$ cat src/core/drpt_pkg.sv
// package with modes, count-source codes and reset values for the pulse timer
package drpt_pkg;
  localparam int          DRPT_W         = 8;
  localparam logic [7:0]  DRPT_RST_VAL   = 8'hff;
  localparam logic [1:0]  DRPT_SRC_F1    = 2'h0;
  localparam logic [1:0]  DRPT_SRC_F2    = 2'h1;
  localparam logic [1:0]  DRPT_SRC_F8    = 2'h2;
  localparam logic [1:0]  DRPT_SRC_CASC  = 2'h3;
  localparam logic [2:0]  DRPT_DIV8_LAST = 3'h7;
  localparam logic [7:0]  DRPT_ZERO      = 8'h00;
  typedef enum logic [1:0] {
    DRPT_MODE_WAVE  = 2'h0,
    DRPT_MODE_SHOT  = 2'h1,
    DRPT_MODE_DELAY = 2'h3
  } drpt_mode_e;
  typedef enum logic [1:0] {
    DRPT_PH_IDLE = 2'h0,
    DRPT_PH_PRI  = 2'h1,
    DRPT_PH_SEC  = 2'h3
  } drpt_phase_e;
endpackage

$ cat src/core/drpt_tick_if.sv
// interface carrying count-source ticks from the source selector to the timer core
`timescale 1ns/1ps
interface drpt_tick_if;
  logic       tick;
  logic       half;
  logic [1:0] sel;
  logic       run;
  modport src  (input sel, input run, output tick, output half);
  modport core (output sel, output run, input tick, input half);
endinterface

$ cat src/core/drpt_source.sv
// count-source selector: f1, f2, f8 or companion timer underflow
`timescale 1ns/1ps
module drpt_source
  import drpt_pkg::*;
(
  input  wire logic   clk_in,
  input  wire logic   rst_n_in,
  input  wire logic   casc_in,
  drpt_tick_if.src    tk
);
  logic [2:0] div_ff;
  logic       tick_q_ff;

  // free-running divider for the divided clocks
  always_ff @(posedge clk_in or negedge rst_n_in) begin
    if (!rst_n_in) begin
      div_ff <= 3'h0;
    end else begin
      div_ff <= div_ff + 3'h1;
    end
  end

  // select one source as a one-cycle tick
  always_comb begin
    unique case (tk.sel)
      DRPT_SRC_F1:   tk.tick = tk.run; // RULE3
      DRPT_SRC_F2:   tk.tick = tk.run & div_ff[0];
      DRPT_SRC_F8:   tk.tick = tk.run & (div_ff == DRPT_DIV8_LAST);
      DRPT_SRC_CASC: tk.tick = tk.run & casc_in;
    endcase
  end

  // delayed tick stands for the half-cycle point of the source
  always_ff @(posedge clk_in or negedge rst_n_in) begin
    if (!rst_n_in) begin
      tick_q_ff <= 1'b0;
    end else begin
      tick_q_ff <= tk.tick;
    end
  end
  assign tk.half = tick_q_ff;
endmodule

$ cat src/core/drpt_timer.sv
// dual-reload 8-bit pulse timer with 8-bit prescaler
`timescale 1ns/1ps
// Overview of operation
// RULE1 - 8-bit timer behind 8-bit prescaler, reload pairs
// RULE2 - timer counts prescaler underflows, secondary too
// RULE3 - count source f1, f2, f8 or cascade
// RULE4 - waveform mode reloads primary/secondary alternately, continuous
// RULE5 - phases last (n+1)(m+1) and (n+1)(p+1)
// RULE6 - waveform interrupt half tick after secondary end
// RULE7 - writing start bit one begins counting
// RULE8 - start zero or forced stop halts
// RULE9 - output level select sets active level
// RULE10 - one-shot underflow reloads, ends, clears flag
// RULE11 - stopping one-shot reloads counter first
// RULE12 - one-shot pulse lasts (n+1)(m+1) periods
// RULE13 - one-shot starts on software or pin trigger
// RULE14 - one-shot ends four ways
// RULE15 - one-shot interrupt half tick after underflow
// RULE16 - delayed mode primary underflow loads secondary
// RULE17 - delayed secondary underflow reloads primary, clears flag
// RULE18 - wait (n+1)(m+1), pulse (n+1)(p+1)
// RULE19 - delayed mode ends after secondary or stops
// RULE20 - delayed interrupt half tick after secondary
// RULE21 - reads give counters, writes load reloads
// RULE22 - pin triggers ignored while shot active
module drpt_timer
  import drpt_pkg::*;
(
  input  wire logic       CLK_IN,
  input  wire logic       RST_N_IN,
  input  wire logic [1:0] MODE_IN,
  input  wire logic [1:0] SRC_SEL_IN,
  input  wire logic       CASC_UNDERFLOW_IN,
  input  wire logic       COUNT_START_BIT_IN,
  input  wire logic       FORCED_STOP_WR_IN,
  input  wire logic       ONE_SHOT_START_WR_IN,
  input  wire logic       ONE_SHOT_STOP_WR_IN,
  input  wire logic       OUTPUT_LEVEL_SELECT_IN,
  input  wire logic       EXTERNAL_TRIGGER_PIN_IN,
  input  wire logic       PRE_WR_IN,
  input  wire logic       PRI_WR_IN,
  input  wire logic       SEC_WR_IN,
  input  wire logic [7:0] WR_DATA_IN,
  output logic      [7:0] PRESCALE_STAGE_OUT,
  output logic      [7:0] PRIMARY_COUNTER_OUT,
  output logic            COUNT_ACTIVE_OUT,
  output logic            ONE_SHOT_STATUS_FLAG_OUT,
  output logic            PULSE_OUTPUT_PIN_OUT,
  output logic            IRQ_OUT
);
  drpt_tick_if tk ();

  logic [7:0]  pre_rld_ff;
  logic [7:0]  pri_rld_ff;
  logic [7:0]  sec_rld_ff;
  logic [7:0]  pre_cnt_ff;
  logic [7:0]  tmr_cnt_ff;
  logic        start_ff;
  logic        shot_ff;
  logic        active_ff;
  logic        end_pend_ff;
  logic        pin_lvl_ff;
  logic        irq_ff;
  logic [2:0]  trg_sync_ff;
  logic        trg_old_ff;
  drpt_phase_e phase_ff;
  drpt_mode_e  mode;
  logic        stop_req;
  logic        pre_uf;
  logic        tmr_uf;
  logic        trg_edge;
  logic        shot_go;
  logic        running;

  // count-source selector
  drpt_source u_src (
    .clk_in   (CLK_IN),
    .rst_n_in (RST_N_IN),
    .casc_in  (CASC_UNDERFLOW_IN),
    .tk       (tk.src)
  );

  // mode decode, undefined code treated as waveform
  always_comb begin
    unique case (MODE_IN)
      DRPT_MODE_SHOT:  mode = DRPT_MODE_SHOT;
      DRPT_MODE_DELAY: mode = DRPT_MODE_DELAY;
      default:         mode = DRPT_MODE_WAVE;
    endcase
  end

  // underflow test used by both counter stages
  function automatic logic drpt_uf(input logic [7:0] cnt);
    drpt_uf = (cnt == DRPT_ZERO);
  endfunction

  // count-start bit as written by software
  always_ff @(posedge CLK_IN or negedge RST_N_IN) begin
    if (!RST_N_IN) begin
      start_ff <= 1'b0;
    end else if (FORCED_STOP_WR_IN) begin
      start_ff <= 1'b0; // RULE8
    end else begin
      start_ff <= COUNT_START_BIT_IN; // RULE7
    end
  end

  // external trigger synchroniser and rising-edge detect
  always_ff @(posedge CLK_IN or negedge RST_N_IN) begin
    if (!RST_N_IN) begin
      trg_sync_ff <= 3'h0;
      trg_old_ff  <= 1'b0;
    end else begin
      trg_sync_ff <= {trg_sync_ff[1:0], EXTERNAL_TRIGGER_PIN_IN};
      if (trg_sync_ff[2] == trg_sync_ff[1]) begin
        trg_old_ff <= trg_sync_ff[1];
      end
    end
  end

  // stop sources and shot trigger
  assign stop_req = ~COUNT_START_BIT_IN | FORCED_STOP_WR_IN; // RULE8 RULE14 RULE19
  assign trg_edge = (trg_sync_ff[2] == trg_sync_ff[1]) & trg_sync_ff[1] & ~trg_old_ff;
  assign shot_go  = start_ff & ~stop_req & ~shot_ff & (mode != DRPT_MODE_WAVE)
                  & (ONE_SHOT_START_WR_IN | trg_edge); // RULE13 RULE22
  assign running  = start_ff & ~stop_req & ((mode == DRPT_MODE_WAVE) | shot_ff);
  assign tk.sel   = SRC_SEL_IN;
  assign tk.run   = running;
  // no underflow while the timer stage is still loading its first value
  assign pre_uf   = tk.tick & (phase_ff != DRPT_PH_IDLE) & drpt_uf(pre_cnt_ff); // RULE2
  assign tmr_uf   = pre_uf & drpt_uf(tmr_cnt_ff);

  // reload registers written by software
  always_ff @(posedge CLK_IN or negedge RST_N_IN) begin
    if (!RST_N_IN) begin
      pre_rld_ff <= DRPT_RST_VAL;
      pri_rld_ff <= DRPT_RST_VAL;
      sec_rld_ff <= DRPT_RST_VAL;
    end else begin
      if (PRE_WR_IN) begin
        pre_rld_ff <= WR_DATA_IN; // RULE21
      end
      if (PRI_WR_IN) begin
        pri_rld_ff <= WR_DATA_IN;
      end
      if (SEC_WR_IN) begin
        sec_rld_ff <= WR_DATA_IN;
      end
    end
  end

  // prescaler stage: n+1 source ticks per underflow
  always_ff @(posedge CLK_IN or negedge RST_N_IN) begin
    if (!RST_N_IN) begin
      pre_cnt_ff <= DRPT_RST_VAL;
    end else if (!running || PRE_WR_IN) begin
      pre_cnt_ff <= PRE_WR_IN ? WR_DATA_IN : pre_rld_ff; // RULE1
    end else if (tk.tick && (phase_ff != DRPT_PH_IDLE)) begin
      pre_cnt_ff <= drpt_uf(pre_cnt_ff) ? pre_rld_ff : pre_cnt_ff - 8'h01; // RULE5 RULE12
    end
  end

  // timer stage and phase sequencing
  always_ff @(posedge CLK_IN or negedge RST_N_IN) begin
    if (!RST_N_IN) begin
      tmr_cnt_ff <= DRPT_RST_VAL;
      phase_ff   <= DRPT_PH_IDLE;
    end else if (!running) begin
      tmr_cnt_ff <= pri_rld_ff; // RULE11
      phase_ff   <= DRPT_PH_IDLE;
    end else if (phase_ff == DRPT_PH_IDLE) begin
      tmr_cnt_ff <= pri_rld_ff;
      phase_ff   <= DRPT_PH_PRI;
    end else if (tmr_uf) begin
      unique case (mode)
        DRPT_MODE_WAVE: begin
          tmr_cnt_ff <= (phase_ff == DRPT_PH_PRI) ? sec_rld_ff : pri_rld_ff; // RULE4
          phase_ff   <= (phase_ff == DRPT_PH_PRI) ? DRPT_PH_SEC : DRPT_PH_PRI;
        end
        DRPT_MODE_SHOT: begin
          tmr_cnt_ff <= pri_rld_ff; // RULE10 RULE12
          phase_ff   <= DRPT_PH_IDLE;
        end
        DRPT_MODE_DELAY: begin
          if (phase_ff == DRPT_PH_PRI) begin
            tmr_cnt_ff <= sec_rld_ff; // RULE16 RULE18
            phase_ff   <= DRPT_PH_SEC;
          end else begin
            tmr_cnt_ff <= pri_rld_ff; // RULE17
            phase_ff   <= DRPT_PH_IDLE;
          end
        end
      endcase
    end else if (pre_uf) begin
      tmr_cnt_ff <= tmr_cnt_ff - 8'h01; // RULE2
    end
  end

  // one-shot status flag: start wins over a one-shot stop write, ends on final underflow or stop
  always_ff @(posedge CLK_IN or negedge RST_N_IN) begin
    if (!RST_N_IN) begin
      shot_ff <= 1'b0;
    end else if (shot_go) begin
      shot_ff <= 1'b1; // RULE13
    end else if (stop_req || ONE_SHOT_STOP_WR_IN) begin
      shot_ff <= 1'b0; // RULE14 RULE19
    end else if (tmr_uf && (mode == DRPT_MODE_SHOT)) begin
      shot_ff <= 1'b0; // RULE10 RULE14
    end else if (tmr_uf && (mode == DRPT_MODE_DELAY) && (phase_ff == DRPT_PH_SEC)) begin
      shot_ff <= 1'b0; // RULE17 RULE19
    end
  end

  // end-of-cycle event waits for the half-cycle point
  always_ff @(posedge CLK_IN or negedge RST_N_IN) begin
    if (!RST_N_IN) begin
      end_pend_ff <= 1'b0;
    end else if (tmr_uf && ((mode == DRPT_MODE_SHOT) || (phase_ff == DRPT_PH_SEC))) begin
      end_pend_ff <= 1'b1;
    end else if (tk.half || !running) begin
      end_pend_ff <= 1'b0; // stale end event must not fire on the next start
    end
  end

  // pin level and interrupt change together at the half-cycle point
  always_ff @(posedge CLK_IN or negedge RST_N_IN) begin
    if (!RST_N_IN) begin
      pin_lvl_ff <= 1'b0;
      irq_ff     <= 1'b0;
    end else begin
      irq_ff <= end_pend_ff & tk.half; // RULE6 RULE15 RULE20
      if (!running) begin
        pin_lvl_ff <= 1'b0;
      end else if (tk.half) begin
        unique case (mode)
          DRPT_MODE_WAVE:  pin_lvl_ff <= (phase_ff == DRPT_PH_PRI); // RULE5
          DRPT_MODE_SHOT:  pin_lvl_ff <= (phase_ff == DRPT_PH_PRI) & ~end_pend_ff; // RULE15
          DRPT_MODE_DELAY: pin_lvl_ff <= (phase_ff == DRPT_PH_SEC) & ~end_pend_ff; // RULE20
        endcase
      end
    end
  end

  // outputs from registers, pin level XORed with the output level select input
  assign PRESCALE_STAGE_OUT       = pre_cnt_ff; // RULE21
  assign PRIMARY_COUNTER_OUT      = tmr_cnt_ff;
  assign COUNT_ACTIVE_OUT         = active_ff;
  assign ONE_SHOT_STATUS_FLAG_OUT = shot_ff;
  assign PULSE_OUTPUT_PIN_OUT     = pin_lvl_ff ^ OUTPUT_LEVEL_SELECT_IN; // RULE9
  assign IRQ_OUT                  = irq_ff;

  // counting status
  always_ff @(posedge CLK_IN or negedge RST_N_IN) begin
    if (!RST_N_IN) begin
      active_ff <= 1'b0;
    end else begin
      active_ff <= running;
    end
  end
endmodule

$ cat config.mk
export PLATFORM = sky130hd
export DESIGN_NAME = drpt_timer
export DESIGN_NICKNAME = d
export VERILOG_FILES = /design/src/core/drpt_pkg.sv /design/src/core/drpt_tick_if.sv /design/src/core/drpt_source.sv /design/src/core/drpt_timer.sv
export SDC_FILE = /design/constraint.sdc
export NUM_CORES = 1
export LEC_CHECK = 0
export ABC_AREA = 1
export BUFFER_PORTS_ARGS = -buffer_cell sky130_fd_sc_hd__buf_2
export CORE_AREA = 2 2 87 89
export CTS_CLUSTER_SIZE = 20
export DETAILED_ROUTE_END_ITERATION = 8
export DIE_AREA = 0 0 89 91
export PLACE_DENSITY_LB_ADDON = 0.08
export SLEW_MARGIN = 20
export SYNTH_ARGS = -nofsm -noshare
export SYNTH_HDL_FRONTEND = slang
export SYNTH_SLANG_ARGS = --single-unit
$ cat constraint.sdc
create_clock -name CLK_IN -period 3.65 [get_ports CLK_IN]
set_input_delay 0.5475 -clock CLK_IN [delete_from_list [all_inputs] [get_ports CLK_IN]]
set_output_delay 0.5475 -clock CLK_IN [all_outputs]
set_load 0.01 [all_outputs]
After elaboration in Yosys (flattened, before gate mapping)

Cells that the tools add are included.

Add/sub/neg operators: 3
Equality and inequality tests: 14
Muxes and demuxes: 28
Bitwise gates (word level): 25
Reduce and logical (&&, ||, !) cells: 21

Operators with widths:

| kind                                              | number |
|---|---|
| 2-to-1 mux 8 bit                                  | 9 |
| AND 1 bit                                         | 16 |
| zero test 8 bit                                   | 2 |
| one-hot mux 8 bit (2 select lines)                | 1 |
| subtractor 8 x 1 -> 8 bit (second input constant) | 2 |
| == test 2 bit (second input constant)             | 5 |
| 2-to-1 mux 2 bit                                  | 5 |
| 2-to-1 mux 1 bit                                  | 9 |
| == test 2 x 1 -> 1 bit (second input constant)    | 4 |
| nonzero test 2 bit                                | 4 |
| zero test 2 bit                                   | 3 |
| one-hot mux 2 bit (3 select lines)                | 1 |
| logical AND 1 bit                                 | 5 |
| NOT 1 bit                                         | 5 |
| logical OR 1 bit                                  | 4 |
| != test 4 x 3 -> 1 bit (second input constant)    | 1 |
| one-hot mux 1 bit (4 select lines)                | 1 |
| one-hot mux 2 bit (2 select lines)                | 1 |
| nonzero test 4 bit                                | 1 |
| adder 3 x 1 -> 3 bit (second input constant)      | 1 |
| == test 3 bit (second input constant)             | 1 |
| != test 3 x 2 -> 1 bit (second input constant)    | 1 |
| OR 1 bit                                          | 3 |
| one-hot mux 1 bit (3 select lines)                | 1 |
| 5 further kinds                                   | 5 |

Register bits: 56
Bits of input ports: 24
Output and inout port bits: 20
Logic and storage cells: 107

Depth between registers and ports, before layout

Gate-level depths: netlist of run 1.

Depth in word-level cells: 16
Depth in mapped cells: 10
Mapped depth without buffers: 10

Modules after synthesis

Synthesis of run 1 repeated with hierarchy kept, for this count alone.

Cells, all modules: 383
Area total of the unflattened synthesis: 3144.3 um2

Modules (own cells, without submodules):

| module      | instances | cells an instance | area each (um2) | seq. area each (um2) |
|---|---|---|---|---|
| drpt_timer  | 1         | 367               | 2980.4          | 1351.3 |
| drpt_source | 1         | 16                | 163.9           | 100.1 |

Worst setup path after synthesis of run 1

OpenSTA, ideal clock, no wires.

Path kind: reg2reg
From: register pre_cnt_ff[0] (netlist: PRESCALE_STAGE_OUT[0])
To: register pre_cnt_ff[1] (netlist: PRESCALE_STAGE_OUT[1])
Library setup time: 64 ps
Arrival: 1456 ps
Required time: 3586 ps
Setup slack: 2131 ps
Stages on the path, launching flop included: 9
Buffers on the path: 1
Period minus slack after synthesis: 1519 ps
Cell sequence: dfstp_2 inv_1 ha_1 nand3_1 nor2_4 buf_2 o21ai_0 nand2_1 nand3_1

Word-level cells in the longest chain between the ends: 4
Elaborated cells between the ends (all ways): 5
Classes of those cells: add/sub (1); mux (3); reduce/logical (1)

Ends and longest elaborated chain:

| item                                                         | line                                | text |
|---|---|---|
| start, declared                                              | drpt_timer.sv:56                    | `logic [7:0] pre_cnt_ff;` |
| start signal, assigned                                       | drpt_timer.sv:157                   | `pre_cnt_ff <= PRE_WR_IN ? WR_DATA_IN : pre_rld_ff;` |
| start signal, assigned                                       | drpt_timer.sv:159                   | `pre_cnt_ff <= drpt_uf(pre_cnt_ff) ? pre_rld_ff : pre_cnt_ff - 8'h01;` |
| subtractor 8 x 1 -> 8 bit or zero test 8 bit (tied branches) | drpt_timer.sv:159, drpt_timer.sv:94 |  |
| 2-to-1 mux 8 bit (*)                                         | drpt_timer.sv:159                   |  |
| 2-to-1 mux 8 bit (*)                                         | drpt_timer.sv:158                   | `end else if (tk.tick && (phase_ff != DRPT_PH_IDLE)) begin` |
| 2-to-1 mux 8 bit (*)                                         | drpt_timer.sv:156                   | `end else if (!running \|\| PRE_WR_IN) begin` |

Every way passes the cells marked *; elsewhere a longest branch is shown, timed or not. The select of a mux whose other input is x is not followed.
A chain may end at the register's enable or synchronous reset.

Worst setup path in the final report of run 1

From: register tmr_cnt_ff[0] (netlist: PRIMARY_COUNTER_OUT[0])
To: register phase_ff[1]

Word-level cells in the longest chain between the ends: 3

Ends and longest elaborated chain:

| item                             | line              | text |
|---|---|---|
| start, declared                  | drpt_timer.sv:57  | `logic [7:0] tmr_cnt_ff;` |
| start signal, assigned           | drpt_timer.sv:169 | `tmr_cnt_ff <= pri_rld_ff;` |
| start signal, assigned           | drpt_timer.sv:172 | `tmr_cnt_ff <= pri_rld_ff;` |
| start signal, assigned           | drpt_timer.sv:177 | `tmr_cnt_ff <= (phase_ff == DRPT_PH_PRI) ? sec_rld_ff : pri_rld_ff;` |
| zero test 8 bit                  | drpt_timer.sv:94  | `drpt_uf = (cnt == DRPT_ZERO);` |
| AND 1 bit                        | drpt_timer.sv:131 | `assign tmr_uf = pre_uf & drpt_uf(tmr_cnt_ff);` |
| != test 3 x 2 -> 1 bit (no line) | --                |  |
| end signal, assigned             | drpt_timer.sv:178 | `phase_ff <= (phase_ff == DRPT_PH_PRI) ? DRPT_PH_SEC : DRPT_PH_PRI;` |
| end, declared                    | drpt_timer.sv:66  | `drpt_phase_e phase_ff;` |

Every way passes these cells.

==> impl_metrics.csv, run 1 <==
group,metric,value,unit
critical_path,worst-endpoint-required,3.90,ns
floorplanning,initial_core_util,0.435,
final_layout,fin_nets,470,
critical_path,rr_endpoint,"phase_ff[1]",
critical_path,r2r_cells,8,
logic_synthesis,syn_nets,425,
critical_path,crit_type,"flop to flop",
cts,htree_levels,2,
power,irDropWorstVdd,164,uV
sta,finalCritPeriodShare,0.493,
placement,place_inst,532,
power,leakage,1.73,nW
cts,cts_root_buffer,"clkbuf_8",
logic_synthesis,syn_inst,395,
logic_synthesis,synth.distinct_cells,29,
logic_synthesis,yosysSeqAreaShare,0.468,
floorplanning,coreArea,7140,sq um
global_routing,antenna_found_initial,0,
final_layout,diodes,0,
critical_path,crit_arrival,2.05,ns
sta,clock.fmax,555,MHz
logic_synthesis,syn_avg_cell_area,7.86,sq um
power,powerDensity,374,nW/um^2
sta,finClkSkew,0.00891,ns
cts,clockBufferDepth,2,
final_layout,flow.area_growth_from_synthesis,13.3,%
floorplanning,fp.dieW,89,microns
outcome,status,"completed",
final_layout,most-common-layout-cells,"nand2_1 (127), inv_1 (48), buf_2 (43)",
floorplanning,dieHeight,91,microns
global_routing,grt_pass1_wl,11800,microns
sta,slew_headroom,0.669,
sta,layout_min_cycle_time,1.80,ns
cts,cts_tree,"built",
routing,drtIter0Drc,118,
cts,path_clk_slew,0.10,ns
sta,rsz0062_at_grt,"false",
cts,insertion_delay,0.31,ns
sta,maxSlewViolCount,0,
hold_path,min_path_type,"input pin to async pin",
critical_path,start_kind,"flop",
logic_synthesis,ys_warn_count,0,
logic_synthesis,netlist_area,3100,sq um
floorplanning,dieArea,8100,sq um
sta,setup_tns,0,ns
placement,dp_hpwl,5380,microns
final_layout,fillCellCount,741,
placement,gp_congestion,0.857,
placement,port_buffers,43,
critical_path,end_kind,"flop",
cts,cts.sinks,56,
cts,cts.repair.resized,0,
floorplanning,io_pins,44,
logic_synthesis,yosys.area.top_type_share,0.339,
routing,first_pass_iters,4,
final_layout,fin_area,3510,sq um
routing,drt-total-wl,7200,microns
logic_synthesis,synth.area.top_cells,"dfstp_2 (34%), nand2_1 (15%), dfrtp_1 (13%), inv_1 (5.8%), nand3_1 (5.5%)",
routing,vias,2625,
floorplanning,std_cell_rows,31,
final_layout,drive_gt1_frac,0.272,
logic_synthesis,yosys_register_bits,56,
routing,ant_nets,0,
critical_path,crit_fanout,11,
global_routing,grt.total_usage,0.187,
routing,via_per_inst,4.86,
sta,setup_violations,0,
global_routing,overflow,0,
cts,cts_hold_buf,0,
run,max_cap_viol_count,0,
placement,place_area,3420,sq um
sta,final-hold-violation-count,0,
routing,drc,0,
critical_path,rr_startpoint,"PRIMARY_COUNTER_OUT[0]",
logic_synthesis,synth_top_area_cell,"dfstp_2",
critical_path,startpoint,"PRIMARY_COUNTER_OUT[0]",
cts,cts_buffers,5,
routing,wire_per_inst,13.3,microns
critical_path,ff2ff_setup_slack,1.85,ns
final_layout,fin_cells,540,
sta,tightest_slew,0.497,ns
cts,cts_setup_buffers,0,
global_routing,grt_max_degree,37,
global_routing,grt_pass1_vias,2539,
final_layout,layout_commonest_cell,"nand2_1",
==> synthesized netlist by cell type <==
cell type  number
mux2_2          8
nand2_1       127
clkbuf_1        3
nand4_2         1
xnor2_1         4
a21oi_1        17
nand3_1        34
o211ai_1        1
buf_2           2
xor2_1          2
ha_1            6
a21oi_4         1
nor4_1          1
inv_2           3
nand2_2         4
a21boi_0        1
nand3_2         1
nor2_1         31
inv_1          48
o21ai_0        24
o21a_1          1
nand4_1         6
dfrtp_1        16
nand3_4         1
o21ai_1         1
buf_4           1
nor2_4          6
nor2_2          4
dfstp_2        40
==> worst max path at each step <==
stage | slack [ns] | endpoint | cells past startpoint
5_1_grt | 1.64 | PRIMARY_COUNTER_OUT[0] | 8
2_1_floorplan | 2.13 | PRESCALE_STAGE_OUT[1] | 8
4_1_cts | 1.84 | PRIMARY_COUNTER_OUT[1] | 8
3_5_place_dp | 1.71 | PRESCALE_STAGE_OUT[6] | 8
6_report | 1.85 | phase_ff[1] | 8
3_3_place_gp | 1.76 | PRESCALE_STAGE_OUT[7] | 8
==> kinds of logic after synthesis <==
group / count (synthesis) / synth area share
AND/OR/NAND/NOR: 216 / 0.311
buffers and inverters: 57 / 0.0710
flip-flops: 56 / 0.468
AO/OA/AOI/OAI: 46 / 0.0802
multiplexers: 8 / 0.0290
XOR/XNOR: 6 / 0.0169
adder cells (fa/ha/maj): 6 / 0.0242
==> stage by stage <==
stage / utilization / hold slack [ns] / setup WS (ns) / power, mW
finish: 0.492 / 0.187 / 1.85 / 1.31
global route: 0.492 / 0.198 / 1.64 / 1.40
CTS: 0.492 / 0.201 / 1.84 / 1.33
detailed placement: 0.479 / 0.340 / 1.71 / 0.966
global placement: 0.479 / 0.336 / 1.76 / 0.962
floorplan: - / 0.252 / 2.13 / 0.878
==> layout make-up <==
cell class | count | area [sq um] | area share
sequential | 56 | 1450 | 0.413
tap | 99 | 124 | 0.0352
inverter | 51 | 191 | 0.0545
clock buffer | 7 | 86.3 | 0.0246
multi-input combinational | 282 | 1430 | 0.407
timing repair buffer | 44 | 223 | 0.0634
clock inverter | 1 | 7.51 | 0.00214
==> routing by layer <==
layer,GRT usage,vias to the layer above,part of all wire
met5,0,-,0
met4,0.0398,0,0.0090
met3,0.0309,7,0.040
met2,0.322,45,0.50
met1,0.245,1232,0.45
li1,-,1341,-
==> critical path, stage by stage, from the launching register on <==
cell and delay, ns:
dfstp_2 0.39, inv_1 0.08, ha_1 0.21, nand2_1 0.12, nor2_2 0.41, nand4_2 0.27
nand2_1 0.15, nand2_1 0.06, nand2_1 0.05
==> state kept, by name (all words and copies together) (netlist names), 2 cells and up <==
signal and cells:
pre_rld_ff 8, PRESCALE_STAGE_OUT 8, u_src.div_ff 3, trg_sync_ff 3, sec_rld_ff 8, phase_ff 2, PRIMARY_COUNTER_OUT 8, pri_rld_ff 8
==> power by group <==
part	switching, mW	internal [mW]	total [mW]
registers	0.0355	0.698	0.733
logic	0.137	0.0833	0.220
clock network	0.205	0.155	0.360
Note: power is estimated with default switching activity, not from simulation.
==> run 2, diff against run 1 <==
clock period = 1.7 ns   (was 3.65 ns; I/O delays follow)
==> run 2 against run 1 <==
Against the previous run:
- register-to-register slack lost 1.8 ns
- worst hold slack lost 0.15 ns
- die area is the same
- via count grew 1.9%
- combinational power grew 130%
- clock skew grew 0.0020 ns
- setup slack lost 1.8 ns
- cell count grew 2.0%
- first-iteration DRC count grew 18%
- fmax grew 11%
- sequential share of layout area shrank 2.0 points
- non-clock buffer count grew 11
==> impl_metrics.csv, run 2 (synthesis results as in run 1) <==
group,metric,value,unit
critical_path,crit_type,"flop to flop",
cts,cts.sinks,56,
final_layout,diodes,0,
global_routing,overflow,0,
critical_path,crit_path_top_delay_cell,"dfrtp_1",
final_layout,fin_util,0.518,
global_routing,grt_pass1_wl,11700,microns
critical_path,crit_arrival,1.88,ns
sta,finalWorstSetupSlack,0.0737,ns
final_layout,fin_nets,481,
placement,dpl_worst_slack,0.00879,ns
sta,slew_headroom,0.804,
run,max_cap_viol_count,0,
cts,insertion_delay,0.32,ns
floorplanning,dieArea,8100,sq um
routing,first_pass_iters,4,
final_layout,flow.area_growth_from_synthesis,19.0,%
final_layout,multi_input_area,1490,sq um
final_layout,fillCellCount,733,
power,switching_share,0.292,
sta,finClkSkew,0.0109,ns
placement,place_inst,538,
power,power.internal,1.99,mW
power,clkPwrFrac,0.262,
placement,port_buffers,43,
hold_path,min_path_type,"input pin to flop",
cts,clockBufferDepth,2,
routing,via_per_inst,4.85,
critical_path,crit_fanout,8,
critical_path,start_kind,"flop",
critical_path,end_kind,"flop",
critical_path,crit_family,"flip-flops",
critical_path,path_buf_inv,1,
outcome,status,"completed",
sta,clock.fmax,615,MHz
global_routing,grt_pass1_vias,2531,
critical_path,cpPeakStageDelay,0.41,ns
final_layout,regArea,1450,sq um
global_routing,antenna_found_initial,0,
sta,finalCritPeriodShare,0.957,
cts,path_clk_slew,0.11,ns
cts,cts_buffers,5,
critical_path,worst-endpoint-required,1.96,ns
sta,setup_violations,0,
sta,final-hold-violation-count,0,
routing,drtIter0Drc,139,
sta,maxSlewViolCount,0,
final_layout,layout_commonest_cell,"nand2_1",
sta,tightest_slew,0.294,ns
critical_path,cpMostUsedCell,"ha_1",
global_routing,grt_max_degree,57,
final_layout,most-common-layout-cells,"nand2_1 (125), inv_1 (46), buf_2 (43)",
floorplanning,std_cell_rows,31,
routing,wire_per_inst,12.9,microns
sta,layout_min_cycle_time,1.63,ns
cts,htree_levels,2,
power,seq_power_share,0.560,
routing,drt-total-wl,7110,microns
placement,dp_hpwl,5240,microns
power,powerDensity,761,nW/um^2
sta,setup_tns,0,ns
global_routing,grt.total_usage,0.185,
routing,drc,0,
cts,cts_tree,"built",
sta,rsz0062_at_grt,"true",
cts,cts_root_buffer,"clkbuf_8",
placement,gp_congestion,0.812,
routing,ant_nets,0,
power,comb_power_share,0.177,
power,power,2.81,mW
floorplanning,io_pins,44,
floorplanning,fp.dieW,89,microns
power,leakage,1.80,nW
power,irDropWorstVdd,476,uV
floorplanning,dieHeight,91,microns
critical_path,worstPathCellList,"ha_1, ha_1, nand2_2, nand3_2, a21oi_4, buf_12, a21oi_1, nand2_1",
final_layout,drive_gt1_frac,0.312,
routing,vias,2674,
floorplanning,coreArea,7140,sq um
power,p_sw,0.821,mW
floorplanning,initial_core_util,0.435,
final_layout,fin_cells,551,
[run 2: cell type report]
class / count / area share
repair buffers: 55 / 0.0945
flip-flops and latches: 56 / 0.393
multi-input cells: 282 / 0.403
inverters: 51 / 0.0518
well taps: 99 / 0.0335
clock buffers: 6 / 0.0196
clock inverters: 2 / 0.00440
[run 2: metal layers]
metal,up-vias,track usage,wire [microns]
met1,1250,0.236,3310
met4,0,0.0473,99
li1,1367,-,-
met3,9,0.0300,189
met5,-,0,0
met2,48,0.322,3510
[run 2: path summary, 6_finish.rpt]
check / from / slack, ns / to / depth (start not counted)
min in group asynchronous: RST_N_IN / 0.45 / ONE_SHOT_STATUS_FLAG_OUT / 3
hold / removal: EXTERNAL_TRIGGER_PIN_IN / 0.03 / trg_sync_ff[0] / 1
hold reg to reg: trg_sync_ff[0] / 0.36 / trg_sync_ff[1] / 0
max in group asynchronous: RST_N_IN / 0.95 / PRIMARY_COUNTER_OUT[0] / 3
setup reg to reg: u_src.div_ff[0] / 0.07 / PRIMARY_COUNTER_OUT[1] / 8
setup / recovery: u_src.div_ff[0] / 0.07 / PRIMARY_COUNTER_OUT[1] / 8
[run 2: repair_timing]
item | CTS | global route
gates resized for setup | 2 | 14
endpoints found under the hold margin | 16 | 0
setup endpoints to repair | 8 | 19
pin swaps | 1 | 5
hold buffers | 1 | 0
buffers inserted | 0 | 4
cloned | 0 | 0
[run 2: power by group through the flow]
stage | clock [mW] | sequential (mW) | combinational (mW)
global route | 0.821 | 1.59 | 0.573
global placement | 0 | 1.59 | 0.477
floorplan | 0 | 1.60 | 0.289
detailed placement | 0 | 1.60 | 0.482
finish | 0.737 | 1.58 | 0.499
CTS | 0.771 | 1.57 | 0.488
[run 2: worst register-to-register path, delay by kind of cell (launching register included)]
family          cells  cell delay (ns)
flops               1             0.41
fa+ha+maj           2             0.40
simple gates        3             0.34
compound gates      2             0.29
buf+inv             1             0.15
[run 2: per-stage QoR]
step | hold slack [ns] | area, sq um
after floorplan | -0.0406 | 3100
after global placement | 0.277 | 3480
after detailed placement | 0.280 | 3480
after CTS | 0.0243 | 3580
after global routing | 0.0161 | 3690
final | 0.0335 | 3690
